[config.mk]
export PLATFORM = sky130hd
export DESIGN_NAME = pattern_exposure_sequencer
export DESIGN_NICKNAME = d
export VERILOG_FILES = /design/src/pattern_seq_pkg.sv /design/src/pattern_exposure_sequencer.sv /design/src/pattern_line_mem.sv
export SDC_FILE = /design/constraint.sdc
export NUM_CORES = 1
export LEC_CHECK = 0
export ABC_AREA = 1
export BUFFER_PORTS_ARGS = -buffer_cell sky130_fd_sc_hd__buf_2
export CAP_MARGIN = 20
export CELL_PAD_IN_SITES_DETAIL_PLACEMENT = 0
export CELL_PAD_IN_SITES_GLOBAL_PLACEMENT = 1
export CORE_MARGIN = 5
export CORE_UTILIZATION = 40
export DETAILED_ROUTE_END_ITERATION = 7
export PLACE_DENSITY_LB_ADDON = 0.1
export SETUP_SLACK_MARGIN = 0.1
export SLEW_MARGIN = 5
export SYNTH_ARGS = -nofsm -noshare
export SYNTH_HDL_FRONTEND = slang
export SYNTH_HIERARCHICAL = 1
export SYNTH_SLANG_ARGS = --single-unit
[constraint.sdc]
create_clock -name mclk -period 3.8 [get_ports mclk]
set_clock_uncertainty 0.2 [all_clocks]
set_input_delay 0.57 -clock mclk [delete_from_list [all_inputs] [get_ports mclk]]
set_output_delay 0.57 -clock mclk [all_outputs]
set_load 0.01 [all_outputs]
[src/pattern_seq_pkg.sv]
`default_nettype none
package pattern_seq_pkg;
  // Clock and trigger timing
  localparam int CLK_PERIOD_NS = 25;
  localparam int FT_MIN_NS = 20000;
  localparam int FT_MIN_CYC = (FT_MIN_NS + CLK_PERIOD_NS - 1) / CLK_PERIOD_NS;
  localparam int FT_CNT_W = 10;
  localparam logic [FT_CNT_W-1:0] FT_MIN_LOAD = FT_CNT_W'(FT_MIN_CYC);

  // Widths and depths
  localparam int WORD_W = 24;
  localparam int TIME_W = 16;
  localparam int MEM_AW = 5;
  localparam int MEM_DEPTH = 32;
  localparam int CNT_W = 6;
  localparam logic [CNT_W-1:0] MAX_BIT_PATTERNS = 6'h18;
  localparam logic [CNT_W-1:0] MAX_LINE_PATTERNS = 6'h20;

  // Register byte offsets
  localparam logic [7:0] REG_CTRL = 8'h00;
  localparam logic [7:0] REG_COUNT = 8'h04;
  localparam logic [7:0] REG_PRE = 8'h08;
  localparam logic [7:0] REG_ILLUM = 8'h0C;
  localparam logic [7:0] REG_POST = 8'h10;
  localparam logic [7:0] REG_FDLY = 8'h14;
  localparam logic [7:0] REG_PDLY = 8'h18;
  localparam logic [7:0] REG_CMD = 8'h1C;
  localparam logic [7:0] REG_STATUS = 8'h20;

  // Control field positions
  localparam int CTRL_EN_BIT = 0;
  localparam int CTRL_MODE_LSB = 1;
  localparam int CTRL_ROWS_BIT = 3;
  localparam int CTRL_ILL_LSB = 4;
  localparam int CMD_LOAD_BIT = 0;

  // Values after reset
  localparam logic [CNT_W-1:0] COUNT_RST = 6'h18;
  localparam logic [TIME_W-1:0] TIME_RST = 16'h0001;
  localparam logic [1:0] ILL_SEL_RST = 2'h2;

  typedef enum logic [1:0] {
    MODE_EXT_1BIT = 2'h0,
    MODE_FREE_RUN = 2'h1,
    MODE_PATTERN_ADVANCE_IN = 2'h2
  } mode_t;

  typedef enum logic [2:0] {
    ST_IDLE = 3'h0,
    ST_PRE = 3'h1,
    ST_ILLUM = 3'h3,
    ST_POST = 3'h2,
    ST_PAD = 3'h6,
    ST_LOAD = 3'h4
  } seq_state_t;
endpackage
`default_nettype wire

[src/pattern_exposure_sequencer.sv]
`default_nettype none
module pattern_exposure_sequencer (
  input wire logic mclk,
  input wire logic nrst,
  input wire logic [7:0] reg_addr,
  input wire logic [31:0] reg_wdata,
  input wire logic reg_wr,
  input wire logic reg_rd,
  output logic [31:0] reg_rdata,
  input wire logic vsync_in,
  input wire logic [pattern_seq_pkg::WORD_W-1:0] pixel_word_in,
  input wire logic pattern_advance_in,
  input wire logic flash_word_valid,
  input wire logic [pattern_seq_pkg::WORD_W-1:0] flash_word,
  output logic flash_load_req,
  output logic frame_trigger_out,
  output logic pattern_trigger_out,
  output logic pattern_ready_out,
  output logic [2:0] illum_en,
  output logic mirror_on,
  output logic [4:0] mirror_plane,
  output logic [pattern_seq_pkg::WORD_W-1:0] line_value,
  output logic replicate_rows
);
  localparam int TW = pattern_seq_pkg::TIME_W;
  localparam int WW = pattern_seq_pkg::WORD_W;
  localparam int CW = pattern_seq_pkg::CNT_W;
  localparam int FW = pattern_seq_pkg::FT_CNT_W;

  // Pin synchronisers
  logic [1:0] vs_sync_q, adv_sync_q;
  logic [WW-1:0] px_s1_q, px_s2_q;
  logic vs_prev_q, adv_prev_q;

  // Configuration
  logic en_q, rows_q;
  pattern_seq_pkg::mode_t mode_q;
  logic [1:0] ill_sel_q;
  logic [CW-1:0] count_q;
  logic [TW-1:0] pre_q, ill_q, post_q, fdly_q, pdly_q;

  // Sequencer
  pattern_seq_pkg::seq_state_t st_q, st_d;
  logic [TW-1:0] cnt_q, cnt_d, ptime_q;
  logic [4:0] idx_q, idx_d, ld_idx_q;
  logic [WW-1:0] word_q;
  logic loaded_q, fev_d;
  logic [7:0] frames_q;
  logic fd_busy_q;
  logic [TW-1:0] fd_cnt_q;
  logic [FW-1:0] ft_cnt_q, ft_cnt_d;
  logic [WW-1:0] mem_rd;

  wire vs_edge = vs_sync_q[1] & ~vs_prev_q;
  wire adv_edge = adv_sync_q[1] & ~adv_prev_q;
  wire is_ext = mode_q == pattern_seq_pkg::MODE_EXT_1BIT;
  wire is_free = mode_q == pattern_seq_pkg::MODE_FREE_RUN;
  wire is_trig = mode_q == pattern_seq_pkg::MODE_PATTERN_ADVANCE_IN;
  wire ext_start = en_q & is_ext & vs_edge;
  wire adv_take = en_q & is_trig & pattern_ready_out & adv_edge;
  wire wr_cmd = reg_wr & (reg_addr == pattern_seq_pkg::REG_CMD);
  wire load_go = wr_cmd & reg_wdata[pattern_seq_pkg::CMD_LOAD_BIT] & en_q & ~is_ext;
  wire [CW-1:0] cap = is_ext ? pattern_seq_pkg::MAX_BIT_PATTERNS
                             : pattern_seq_pkg::MAX_LINE_PATTERNS;
  wire [CW-1:0] cnt_clip = (count_q > cap) ? cap : count_q;
  wire [CW-1:0] count_eff = (cnt_clip == '0) ? 6'h01 : cnt_clip;
  wire [4:0] last_idx = 5'(count_eff - 6'h01);
  wire last_pat = idx_q == last_idx;
  wire [TW-1:0] pre_len = (pre_q == '0) ? '0 : pre_q - 16'h0001;
  wire [TW-1:0] ill_len = (ill_q == '0) ? '0 : ill_q - 16'h0001;
  wire [TW-1:0] post_len = (post_q == '0) ? '0 : post_q - 16'h0001;
  wire cnt_done = cnt_q == '0;
  wire ld_write = (st_q == pattern_seq_pkg::ST_LOAD) & flash_word_valid;
  wire ld_last = ld_write & (ld_idx_q == last_idx);
  wire fd_fire = fd_busy_q & (fd_cnt_q == '0);
  wire lit_phase = (st_q == pattern_seq_pkg::ST_PRE) | (st_q == pattern_seq_pkg::ST_ILLUM);
  wire [2:0] ill_onehot = 3'(3'h1 << ill_sel_q);

  always_ff @(posedge mclk or negedge nrst) begin
    if (!nrst) begin
      vs_sync_q <= '0;
      adv_sync_q <= '0;
      px_s1_q <= '0;
      px_s2_q <= '0;
      vs_prev_q <= 1'b0;
      adv_prev_q <= 1'b0;
    end else begin
      vs_sync_q <= {vs_sync_q[0], vsync_in};
      adv_sync_q <= {adv_sync_q[0], pattern_advance_in};
      px_s1_q <= pixel_word_in;
      px_s2_q <= px_s1_q;
      vs_prev_q <= vs_sync_q[1];
      adv_prev_q <= adv_sync_q[1];
    end
  end

  always_ff @(posedge mclk or negedge nrst) begin
    if (!nrst) begin
      en_q <= 1'b0;
      mode_q <= pattern_seq_pkg::MODE_EXT_1BIT;
      rows_q <= 1'b0;
      ill_sel_q <= pattern_seq_pkg::ILL_SEL_RST;
      count_q <= pattern_seq_pkg::COUNT_RST;
      pre_q <= pattern_seq_pkg::TIME_RST;
      ill_q <= pattern_seq_pkg::TIME_RST;
      post_q <= pattern_seq_pkg::TIME_RST;
      fdly_q <= '0;
      pdly_q <= '0;
    end else if (reg_wr) begin
      case (reg_addr)
        pattern_seq_pkg::REG_CTRL: begin
          en_q <= reg_wdata[pattern_seq_pkg::CTRL_EN_BIT];
          mode_q <= pattern_seq_pkg::mode_t'(reg_wdata[pattern_seq_pkg::CTRL_MODE_LSB +: 2]);
          rows_q <= reg_wdata[pattern_seq_pkg::CTRL_ROWS_BIT];
          ill_sel_q <= reg_wdata[pattern_seq_pkg::CTRL_ILL_LSB +: 2];
        end
        pattern_seq_pkg::REG_COUNT: count_q <= reg_wdata[CW-1:0];
        pattern_seq_pkg::REG_PRE: pre_q <= reg_wdata[TW-1:0];
        pattern_seq_pkg::REG_ILLUM: ill_q <= reg_wdata[TW-1:0];
        pattern_seq_pkg::REG_POST: post_q <= reg_wdata[TW-1:0];
        pattern_seq_pkg::REG_FDLY: fdly_q <= reg_wdata[TW-1:0];
        pattern_seq_pkg::REG_PDLY: pdly_q <= reg_wdata[TW-1:0];
        default: ;
      endcase
    end
  end

  // Pattern sequencing
  always_comb begin
    st_d = st_q;
    cnt_d = cnt_done ? '0 : cnt_q - 16'h0001;
    idx_d = idx_q;
    fev_d = 1'b0;
    case (st_q)
      pattern_seq_pkg::ST_IDLE: begin
        if (adv_take) begin
          st_d = pattern_seq_pkg::ST_PRE;
          cnt_d = pre_len;
          fev_d = 1'b1;
        end else if (load_go) begin
          st_d = pattern_seq_pkg::ST_LOAD;
        end
      end
      pattern_seq_pkg::ST_LOAD: begin
        if (ld_last) begin
          idx_d = '0;
          if (is_free) begin
            st_d = pattern_seq_pkg::ST_PRE;
            cnt_d = pre_len;
            fev_d = 1'b1;
          end else begin
            st_d = pattern_seq_pkg::ST_IDLE;
          end
        end
      end
      pattern_seq_pkg::ST_PRE: begin
        if (cnt_done) begin
          st_d = pattern_seq_pkg::ST_ILLUM;
          cnt_d = ill_len;
        end
      end
      pattern_seq_pkg::ST_ILLUM: begin
        if (cnt_done) begin
          st_d = pattern_seq_pkg::ST_POST;
          cnt_d = post_len;
        end
      end
      pattern_seq_pkg::ST_POST: begin
        if (cnt_done) begin
          idx_d = last_pat ? '0 : idx_q + 5'h01;
          cnt_d = pre_len;
          if (is_trig) begin
            st_d = pattern_seq_pkg::ST_IDLE;
          end else if (is_ext && last_pat) begin
            st_d = pattern_seq_pkg::ST_PAD;
          end else begin
            st_d = pattern_seq_pkg::ST_PRE;
            fev_d = last_pat;
          end
        end
      end
      pattern_seq_pkg::ST_PAD: st_d = is_ext ? pattern_seq_pkg::ST_PAD : pattern_seq_pkg::ST_IDLE;
      default: st_d = pattern_seq_pkg::ST_IDLE;
    endcase
    if (ext_start) begin
      st_d = pattern_seq_pkg::ST_PRE;
      cnt_d = pre_len;
      idx_d = '0;
      fev_d = 1'b1;
    end
    if (!en_q) begin
      st_d = pattern_seq_pkg::ST_IDLE;
      idx_d = '0;
      fev_d = 1'b0;
    end
  end

  always_ff @(posedge mclk or negedge nrst) begin
    if (!nrst) begin
      st_q <= pattern_seq_pkg::ST_IDLE;
      cnt_q <= '0;
      idx_q <= '0;
      ld_idx_q <= '0;
      loaded_q <= 1'b0;
      word_q <= '0;
      frames_q <= '0;
    end else begin
      st_q <= st_d;
      cnt_q <= cnt_d;
      idx_q <= idx_d;
      if (ext_start) begin
        word_q <= px_s2_q;
      end
      if (load_go && st_q == pattern_seq_pkg::ST_IDLE) begin
        ld_idx_q <= '0;
        loaded_q <= 1'b0;
      end else if (ld_write) begin
        ld_idx_q <= ld_idx_q + 5'h01;
        loaded_q <= ld_last;
      end
      if (fev_d) begin
        frames_q <= frames_q + 8'h01;
      end
    end
  end

  pattern_line_mem u_mem (
    .mclk(mclk),
    .nrst(nrst),
    .wr_en(ld_write),
    .wr_addr(ld_idx_q),
    .wr_data(flash_word),
    .rd_addr(idx_q),
    .rd_data_q(mem_rd)
  );

  // Frame trigger delay and pulse
  assign ft_cnt_d = fd_fire ? pattern_seq_pkg::FT_MIN_LOAD
                  : (ft_cnt_q == '0) ? '0 : ft_cnt_q - 10'h001;

  always_ff @(posedge mclk or negedge nrst) begin
    if (!nrst) begin
      fd_busy_q <= 1'b0;
      fd_cnt_q <= '0;
      ft_cnt_q <= '0;
    end else begin
      ft_cnt_q <= ft_cnt_d;
      if (fev_d) begin
        fd_busy_q <= 1'b1;
        fd_cnt_q <= fdly_q;
      end else if (fd_fire) begin
        fd_busy_q <= 1'b0;
      end else if (fd_busy_q) begin
        fd_cnt_q <= fd_cnt_q - 16'h0001;
      end
    end
  end

  // Pattern time since pattern start
  always_ff @(posedge mclk or negedge nrst) begin
    if (!nrst) begin
      ptime_q <= '0;
    end else if ((st_d == pattern_seq_pkg::ST_PRE && st_q != pattern_seq_pkg::ST_PRE)
                 || ext_start) begin
      ptime_q <= '0;
    end else if (ptime_q != '1) begin
      ptime_q <= ptime_q + 16'h0001;
    end
  end

  // Registered outputs
  always_ff @(posedge mclk or negedge nrst) begin
    if (!nrst) begin
      frame_trigger_out <= 1'b0;
      pattern_trigger_out <= 1'b0;
      pattern_ready_out <= 1'b0;
      illum_en <= '0;
      mirror_on <= 1'b0;
      mirror_plane <= '0;
      line_value <= '0;
      replicate_rows <= 1'b0;
      flash_load_req <= 1'b0;
    end else begin
      frame_trigger_out <= ft_cnt_d != '0;
      pattern_trigger_out <= lit_phase && ptime_q >= pdly_q;
      pattern_ready_out <= en_q & is_trig & loaded_q & ~adv_take
                           & (st_d == pattern_seq_pkg::ST_IDLE);
      illum_en <= (st_q == pattern_seq_pkg::ST_ILLUM) ? ill_onehot : '0;
      mirror_on <= st_q == pattern_seq_pkg::ST_ILLUM;
      mirror_plane <= idx_q;
      line_value <= is_ext ? word_q : mem_rd;
      replicate_rows <= rows_q;
      flash_load_req <= st_d == pattern_seq_pkg::ST_LOAD;
    end
  end

  // Register read port
  always_ff @(posedge mclk or negedge nrst) begin
    if (!nrst) begin
      reg_rdata <= '0;
    end else if (reg_rd) begin
      case (reg_addr)
        pattern_seq_pkg::REG_CTRL: reg_rdata <= {26'h000_0000, ill_sel_q, rows_q, mode_q, en_q};
        pattern_seq_pkg::REG_COUNT: reg_rdata <= {26'h000_0000, count_q};
        pattern_seq_pkg::REG_PRE: reg_rdata <= {16'h0000, pre_q};
        pattern_seq_pkg::REG_ILLUM: reg_rdata <= {16'h0000, ill_q};
        pattern_seq_pkg::REG_POST: reg_rdata <= {16'h0000, post_q};
        pattern_seq_pkg::REG_FDLY: reg_rdata <= {16'h0000, fdly_q};
        pattern_seq_pkg::REG_PDLY: reg_rdata <= {16'h0000, pdly_q};
        pattern_seq_pkg::REG_STATUS: reg_rdata <= {14'h0000, frames_q, idx_q, st_q,
                                                   loaded_q, pattern_ready_out};
        default: reg_rdata <= '0;
      endcase
    end else begin
      reg_rdata <= '0;
    end
  end

  logic [FW:0] ft_hi_q;
  always_ff @(posedge mclk or negedge nrst) begin
    if (!nrst) begin
      ft_hi_q <= '0;
    end else begin
      // Saturates so a long merged pulse cannot wrap
      ft_hi_q <= !frame_trigger_out ? '0 : (ft_hi_q == '1) ? ft_hi_q : ft_hi_q + 11'h001;
    end
  end
endmodule
`default_nettype wire

[src/pattern_line_mem.sv]
`default_nettype none
module pattern_line_mem (
  input wire logic mclk,
  input wire logic nrst,
  input wire logic wr_en,
  input wire logic [pattern_seq_pkg::MEM_AW-1:0] wr_addr,
  input wire logic [pattern_seq_pkg::WORD_W-1:0] wr_data,
  input wire logic [pattern_seq_pkg::MEM_AW-1:0] rd_addr,
  output logic [pattern_seq_pkg::WORD_W-1:0] rd_data_q
);
  logic [pattern_seq_pkg::WORD_W-1:0] mem [pattern_seq_pkg::MEM_DEPTH];

  always_ff @(posedge mclk) begin
    if (wr_en) begin
      mem[wr_addr] <= wr_data;
    end
  end

  always_ff @(posedge mclk or negedge nrst) begin
    if (!nrst) begin
      rd_data_q <= '0;
    end else begin
      rd_data_q <= mem[rd_addr];
    end
  end
endmodule
`default_nettype wire

### Word level (Yosys, flattened, before mapping)

Memory sizes are Yosys's and may differ from the RTL's. A register that Yosys moved wholly into a read port is not among the register bits.
Cells that the tools add are included.

* memories kept: 1
* output and inout bits: 70
* bits in latches: 0
* memory bits (writable): 768
* memory bits (read-only): 0
* register bits after elaboration: 321
* input port bits: 95
* logic and storage cells: 192

Memory list
* u_mem.mem: depth 32, bits a word 24, rd ports 1, clocked after memory_dff 1, write ports 1, RTL line pattern_line_mem.sv:11 `logic [pattern_seq_pkg::WORD_W-1:0] mem [pattern_seq_pkg::MEM_DEPTH];`

* $lt $le $gt $ge: 2
* reductions and logical operators: 31
* equality and inequality tests: 25
* multiply operators: 0
* divide/modulo/power cells: 0
* bitwise logic cells: 22
* add/subtract/negate cells: 11
* shift-type cells: 1
* multiplexer cells: 62

Operators with widths (number)
* $mux W16: 16
* $pmux W18 S8: 1
* $logic_not A16 Y1: 5
* $pmux W16 S5: 1
* $sub A16 B1 Y16 const B: 5
* $mux W5: 8
* $mux W3: 12
* $eq A8 B5 Y1 const B: 4
* $mux W32: 1
* $mux W24: 1
* $mux W10: 2
* $pmux W3 S6: 1
* $and A1 B1 Y1: 17
* $add A16 B1 Y16 const B: 1
* $eq A8 B4 Y1 const B: 2
* $ge A16 B16 Y1: 1
* $ne A16 B16 Y1 const B: 1
* $reduce_and A2 Y1: 8
* $mux W1: 15
* $mux W6: 2
* $add A5 B1 Y5 const B: 2
* $eq A5 B5 Y1: 2
* $logic_not A10 Y1: 1
* $pmux W5 S2: 1
* other kinds (29): 44

### Depth between registers and ports, before layout

* word-level depth: 19
* mapped depth: 31
* gate-level depth less buffers: 28

### Cells and area by module

The synthesis kept the hierarchy.

By module, submodules not included
* pattern_line_mem: seq. area each 23662.7 um^2, area each 31880.6 um^2, cells an instance 2665, times used 1
* pattern_exposure_sequencer: seq. area each 7689.9 um^2, area each 15786.4 um^2, cells an instance 1976, times used 1

### Least setup slack after synthesis

No wires, ideal clock.

* path kind: reg2reg
* start point: reg mode_q[1]
* end point: reg ptime_q[8]
* buffers on the path: 3
* library setup time: 0.122 ns
* data required time: 3.478 ns
* path slack: -0.288 ns
* stages on the path, launching flop included: 29
* clock period less this slack: 4.088 ns
* arrival: 3.766 ns
* path through: dfrtp_1 -> nor2_2 -> clkbuf_1 -> clkbuf_1 -> ha_1 -> inv_1 -> nor2_1 -> nand2_1 -> nand3_4 -> nand3_2 -> nand2_2 -> nor2_1 -> nand2_1 -> nand2_1 -> inv_2 -> ha_1 -> xor2_1 -> nand2_1 -> nor2_2 -> nand3_1 -> nor2_4 -> nand3_4 -> nand3_1 -> nand2_1 -> nand2_2 -> nand3_2 -> nand2_4 -> buf_8 -> nor2_2

* longest elaborated chain between the ends: 19
* elaborated cells between the ends (all ways): 36
* those cells by class: add/sub: 1; order compare: 1; eq/ne: 5; mux: 15; bitwise: 8; reduce/logical: 6

Ends and longest elaborated chain
* start, declared: RTL line pattern_exposure_sequencer.sv:37 `pattern_seq_pkg::mode_t mode_q;`
* start signal, assigned: RTL line pattern_exposure_sequencer.sv:100 `mode_q <= pattern_seq_pkg::MODE_EXT_1BIT;`
* start signal, assigned: RTL line pattern_exposure_sequencer.sv:113 `mode_q <= pattern_seq_pkg::mode_t'(reg_wdata[pattern_seq_pkg::CTRL_MODE_LSB +: 2]);`
* $logic_not A2 Y1: RTL line pattern_exposure_sequencer.sv:56 `wire is_ext = mode_q == pattern_seq_pkg::MODE_EXT_1BIT;`
* $mux W6: RTL line pattern_exposure_sequencer.sv:63 `wire [CW-1:0] cap = is_ext ? pattern_seq_pkg::MAX_BIT_PATTERNS`
* $gt A6 B6 Y1: RTL line pattern_exposure_sequencer.sv:65 `wire [CW-1:0] cnt_clip = (count_q > cap) ? cap : count_q;`
* $mux W6: RTL line pattern_exposure_sequencer.sv:65
* $logic_not A6 Y1: RTL line pattern_exposure_sequencer.sv:66 `wire [CW-1:0] count_eff = (cnt_clip == '0) ? 6'h01 : cnt_clip;`
* $mux W5: RTL line pattern_exposure_sequencer.sv:66
* $sub A5 B1 Y5: RTL line pattern_exposure_sequencer.sv:67 `wire [4:0] last_idx = 5'(count_eff - 6'h01);`
* $eq A5 B5 Y1: RTL line pattern_exposure_sequencer.sv:68 `wire last_pat = idx_q == last_idx;`
* [... 4 more ...]
* $pmux W3 S6: RTL line pattern_exposure_sequencer.sv:134 `case (st_q)`
* $mux W3 (*): RTL line pattern_exposure_sequencer.sv:185 `if (ext_start) begin`
* $mux W3 (*): RTL line pattern_exposure_sequencer.sv:191 `if (!en_q) begin`
* via st_d[0]: RTL line pattern_exposure_sequencer.sv:43 `pattern_seq_pkg::seq_state_t st_q, st_d;`
* $eq A3 B1 Y1 (*): RTL line pattern_exposure_sequencer.sv:263 `end else if ((st_d == pattern_seq_pkg::ST_PRE && st_q != pattern_seq_pkg::ST_PRE)`
* $logic_and A1 B1 Y1 (*): RTL line pattern_exposure_sequencer.sv:263
* $logic_or A1 B1 Y1 (*): RTL line pattern_exposure_sequencer.sv:264 `|| ext_start) begin`
* $mux W16 / $reduce_bool A2 Y1 (equally long branches)
* end signal, assigned: RTL line pattern_exposure_sequencer.sv:267 `ptime_q <= ptime_q + 16'h0001;`
* end, declared: RTL line pattern_exposure_sequencer.sv:44 `logic [TW-1:0] cnt_q, cnt_d, ptime_q;`

Mark *: on every way through the listed nets, which the timed path passes. The rest lies on a longest branch.
A chain may end at the register's enable or synchronous reset.

### Final worst setup path

* start point: reg count_q[3]
* end point: reg cnt_q[2]

* longest elaborated chain between the ends: 10

Ends and longest elaborated chain
* start, declared: RTL line pattern_exposure_sequencer.sv:39 `logic [CW-1:0] count_q;`
* start signal, assigned: RTL line pattern_exposure_sequencer.sv:103 `count_q <= pattern_seq_pkg::COUNT_RST;`
* start signal, assigned: RTL line pattern_exposure_sequencer.sv:117 `pattern_seq_pkg::REG_COUNT: count_q <= reg_wdata[CW-1:0];`
* $gt A6 B6 Y1: RTL line pattern_exposure_sequencer.sv:65
* $mux W6 (*): RTL line pattern_exposure_sequencer.sv:65
* $logic_not A6 Y1: RTL line pattern_exposure_sequencer.sv:66
* $mux W5 (*): RTL line pattern_exposure_sequencer.sv:66
* $sub A5 B1 Y5 (*): RTL line pattern_exposure_sequencer.sv:67
* $eq A5 B5 Y1 (*): RTL line pattern_exposure_sequencer.sv:74 `wire ld_last = ld_write & (ld_idx_q == last_idx);`
* $and A1 B1 Y1 (*): RTL line pattern_exposure_sequencer.sv:74
* $mux W16 (*): RTL line pattern_exposure_sequencer.sv:145 `if (ld_last) begin`
* $pmux W16 S5 (*): RTL line pattern_exposure_sequencer.sv:134
* $mux W16 (*): RTL line pattern_exposure_sequencer.sv:185
* via cnt_d[2]: RTL line pattern_exposure_sequencer.sv:44
* end signal, assigned: RTL line pattern_exposure_sequencer.sv:209 `cnt_q <= cnt_d;`
* end, declared: RTL line pattern_exposure_sequencer.sv:44

Marks and branches as above.

==> reports/metrics.csv <==
stage,metric,value,unit
sta,rsz0062_at_grt,true,
pwr,p_int,0.02107,W
global_route,track_usage,0.2257,
detailed_routing,drt-total-wl,145200,um
run_status,status,finished clean,
global_route,met3_usage,0.03085,
pwr,power.density,502.9,nW/um^2
worst_setup_path,critPathCaptureType,register,
floorplanning,core_area,118200,sq um
global_route,grt-busiest-layer,met2,
detailed_routing,vias,33560,
clocking,clk_pin_slew,60,ps
min_path,min_from,reg_wdata[13],
global_route,met1_usage,0.3089,
synthesis,syn_inst,4641,
cells_and_area,syn2layout_area_growth,16.32,%
synthesis,synth-seq-cells,1099,
floorplanning,std_cell_rows,126,
global_route,grt_max_degree,161,
sta,worst_slew_pin_slew,1081,ps
pwr,power.static_leakage,22.66,nW
synthesis,synthFlopType,edfxtp_1,
synthesis,yosysWarnings,6,
synthesis,synth_top_area_frac,0.4838,
synthesis,synth_area,47670,sq um
run,cap_violations,0,
clocking,clock_latency,730,ps
synthesis,synth_top_area_cell,edfxtp_1,
sta,min_period_over_period,0.9711,
worst_setup_path,startpoint_type,register,
global_route,grt_pass1_vias,32280,
placed_design,io_buffers,134,
sta,hold_viol,0,
detailed_routing,wire_per_inst,22.25,um
worst_setup_path,worstSetupPathType,reg -> reg,
floorplanning,die_x,355.2,um
floorplanning,start_util,0.4031,
clocking,clk_path_buf_depth,3,
worst_setup_path,startpoint,count_q[3]$_DFFE_PN1P_,
sta,slew_headroom,0.2791,
synthesis,async_reset_ff_frac,0.3012,
global_route,overflow,0,
worst_setup_path,critPathTopFamily,simple AND/OR/NAND/NOR gates,
worst_setup_path,critPathBufInv,7,
floorplanning,dieArea,126200,sq um
sta,setup_viol,0,
floorplanning,pin_count,165,
min_path,hold_path_class,in -> reg,
worst_setup_path,critical_path_arrival,4080,ps
cells_and_area,drive_gt1_frac,0.1253,
placed_design,placedCellCount,6244,
clocking,numCtsBuffers,118,
synthesis,syn_area_per_cell,10.27,sq um
detailed_routing,drtIter0Drc,2722,
worst_setup_path,worst_ep_required_time,4190,ps
synthesis,synth_cell_types,58,
worst_setup_path,crit_top_cell,nand2_1,
pwr,seqPwrFrac,0.486,
detailed_routing,dr.pass1.iters,6,
pwr,switchingPower,0.006813,W
detailed_routing,ant_nets,0,
clocking,cts_tree,done,
placed_design,pre_cts_slack,4.563,ps
pwr,power_frac_clock,0.423,
synthesis,ys_seq_area_frac,0.6577,
sta,worst_slack,109.9,ps
worst_setup_path,slowest_stage,dfstp_2,
sta,fmax,271.0,MHz
clocking,clock-sinks,1099,
worst_setup_path,max_stage_delay,540,ps
global_route,met2_usage,0.3770,
pwr,combPwrFrac,0.091,
cells_and_area,nNetsFinal,5012,
pwr,swShare,0.2444,
detailed_routing,drc,0,
placed_design,place.gp.congestion,0.8740,
global_route,grt_first_pass_wirelength,213500,um
global_route,antenna_found_initial,5,
synthesis,synth_area_leaders,"edfxtp_1 (48%), dfrtp_1 (17%), nand2_1 (13%)",
detailed_routing,vias_per_cell,5.144,
placed_design,dp_hpwl,88560,um
floorplanning,fp.dieH,355.2,um
sta,layout_min_cycle_time,3690,ps
clocking,cts_max_level,3,
synthesis,synth_edf_count,768,
clocking,ctsRootBufferMaster,clkbuf_16,
cells_and_area,fin_cells,6524,
pwr,ir_drop,0.3943,mV
sta,slew_viol_final,0,
worst_setup_path,crit_fanout,7,
worst_setup_path,r2r_start,count_q[3]$_DFFE_PN1P_,
-- path summary, 6_finish.rpt --
check / end / slack [ps] / cells past startpoint
min in group asynchronous: frame_trigger_out$_DFF_PN0_ / 210 / 2
worst min register to register: px_s2_q[15]$_DFF_PN0_ / 150 / 0
worst max register to register: cnt_q[2]$_DFF_PN0_ / 110 / 28
worst min-delay path: fdly_q[13]$_DFFE_PN0P_ / 70 / 3
max in group asynchronous: word_q[2]$_DFFE_PN0P_ / 2020 / 3
worst max-delay path: cnt_q[2]$_DFF_PN0_ / 110 / 28
-- per-layer routing --
metal,share of wire,wire [um],vias up
met5,0.000062,9,-
met2,0.48,70040,716
li1,-,-,16200
met4,0.031,4457,2
met3,0.041,5977,216
met1,0.45,64680,16430
-- worst reg2reg max path, delay by kind of cell (launching register included) --
family	cells	cell delay, ps
and+or+nand+nor	17	1560
buffers and inverters	7	580
DFF	1	540
adders and majority gates	2	400
AOI/OAI and AO/OA	2	260
-- layout make-up --
cell class | instances | area (sq um)
diodes | 1 | 2.502
fillers | 11010 | 62790
clock inverters | 67 | 699.4
multi-input cells | 3068 | 14510
well taps | 1536 | 1922
flip-flops and latches | 1099 | 31370
inverters | 261 | 999.7
repair buffers | 338 | 2624
clock buffers | 154 | 3316
-- layout by cell type, fill, tap and decap left out, types with 10 or more instances in the layout --
master         count
clkinv_1          27
clkinv_2          13
o22ai_1           34
bufinv_16         11
clkbuf_1          20
buf_2            133
nor4_1            12
nand2_1         1580
o31ai_1           14
a21oi_1           46
conb_1            14
ha_1              29
o21ai_1           22
xnor2_1           15
nand2_2           11
clkbuf_16        126
clkbuf_8          10
nand3_1          676
inv_1            240
nor2_1           167
nor2_2            12
buf_4            147
nor2_4            45
dfrtp_1          319
buf_12            23
dlygate4sd3_1     28
nor3_1            45
inv_2             16
edfxtp_1         768
o21ai_0          174
xor2_1            54
nand4_1           30
-- power groups by stage --
stage	combinational [W]	clock, W	sequential [W]
finish	0.00253	0.0118	0.0135
global route	0.00291	0.0125	0.0136
global placement	0.00236	0	0.0138
detailed placement	0.00239	0	0.0138
floorplan	0.00159	0	0.0137
CTS	0.00249	0.0121	0.0135
-- through the flow --
| step | cell area [sq um] | setup TNS [ps] | util | power [W] | hold WS, ps |
|---|---|---|---|---|---|
| floorplan | 47770 | 0 | - | 0.01530 | 74.41 |
| global placement | 50610 | -27.39 | 0.4280 | 0.01614 | 133.2 |
| detailed placement | 50610 | 0 | 0.4280 | 0.01617 | 134.7 |
| CTS | 55140 | 0 | 0.4663 | 0.02810 | 27.57 |
| global route | 55440 | -2903 | 0.4689 | 0.02901 | 73.10 |
| finish | 55440 | 0 | 0.4689 | 0.02788 | 74.07 |
-- synth_stat cells (40+ instances only) --
cell type	instances
a21oi_1	51
nand3_1	681
dfrtp_1	325
edfxtp_1	768
buf_6	40
nand2_1	1588
buf_2	103
inv_1	245
xor2_1	54
o21ai_0	177
nor2_1	205
clkbuf_1	56
nor3_1	46
-- sequential cells by signal, indices dropped and copies added (netlist names), 6 cells and up --
signal	flops
line_value	24
count_q	6
px_s2_q	24
fdly_q	16
pdly_q	16
u_mem/mem	768
cnt_q	16
fd_cnt_q	16
word_q	24
u_mem/rd_data_q	24
ill_q	16
frames_q	8
ft_cnt_q	10
pre_q	16
post_q	16
ptime_q	16
reg_rdata	18
px_s1_q	24
-- timing repair --
action,CTS,global route
gates resized for setup,11,50
setup endpoints to repair,40,66
hold endpoints to repair,98,0
buffers inserted,21,6
hold buffers,28,0
pin swaps,18,34
cloned,2,3
-- logic make-up after synthesis --
group / synth area share
multiplexers: 0.0002100
other: 0.00007867
adder cells (fa/ha/maj): 0.008137
XOR/XNOR: 0.01268
buffers and inverters: 0.04974
AND/OR/NAND/NOR: 0.2308
flip-flops: 0.6577
AO/OA/AOI/OAI: 0.04061
Note: power is estimated with default switching activity, not from simulation.
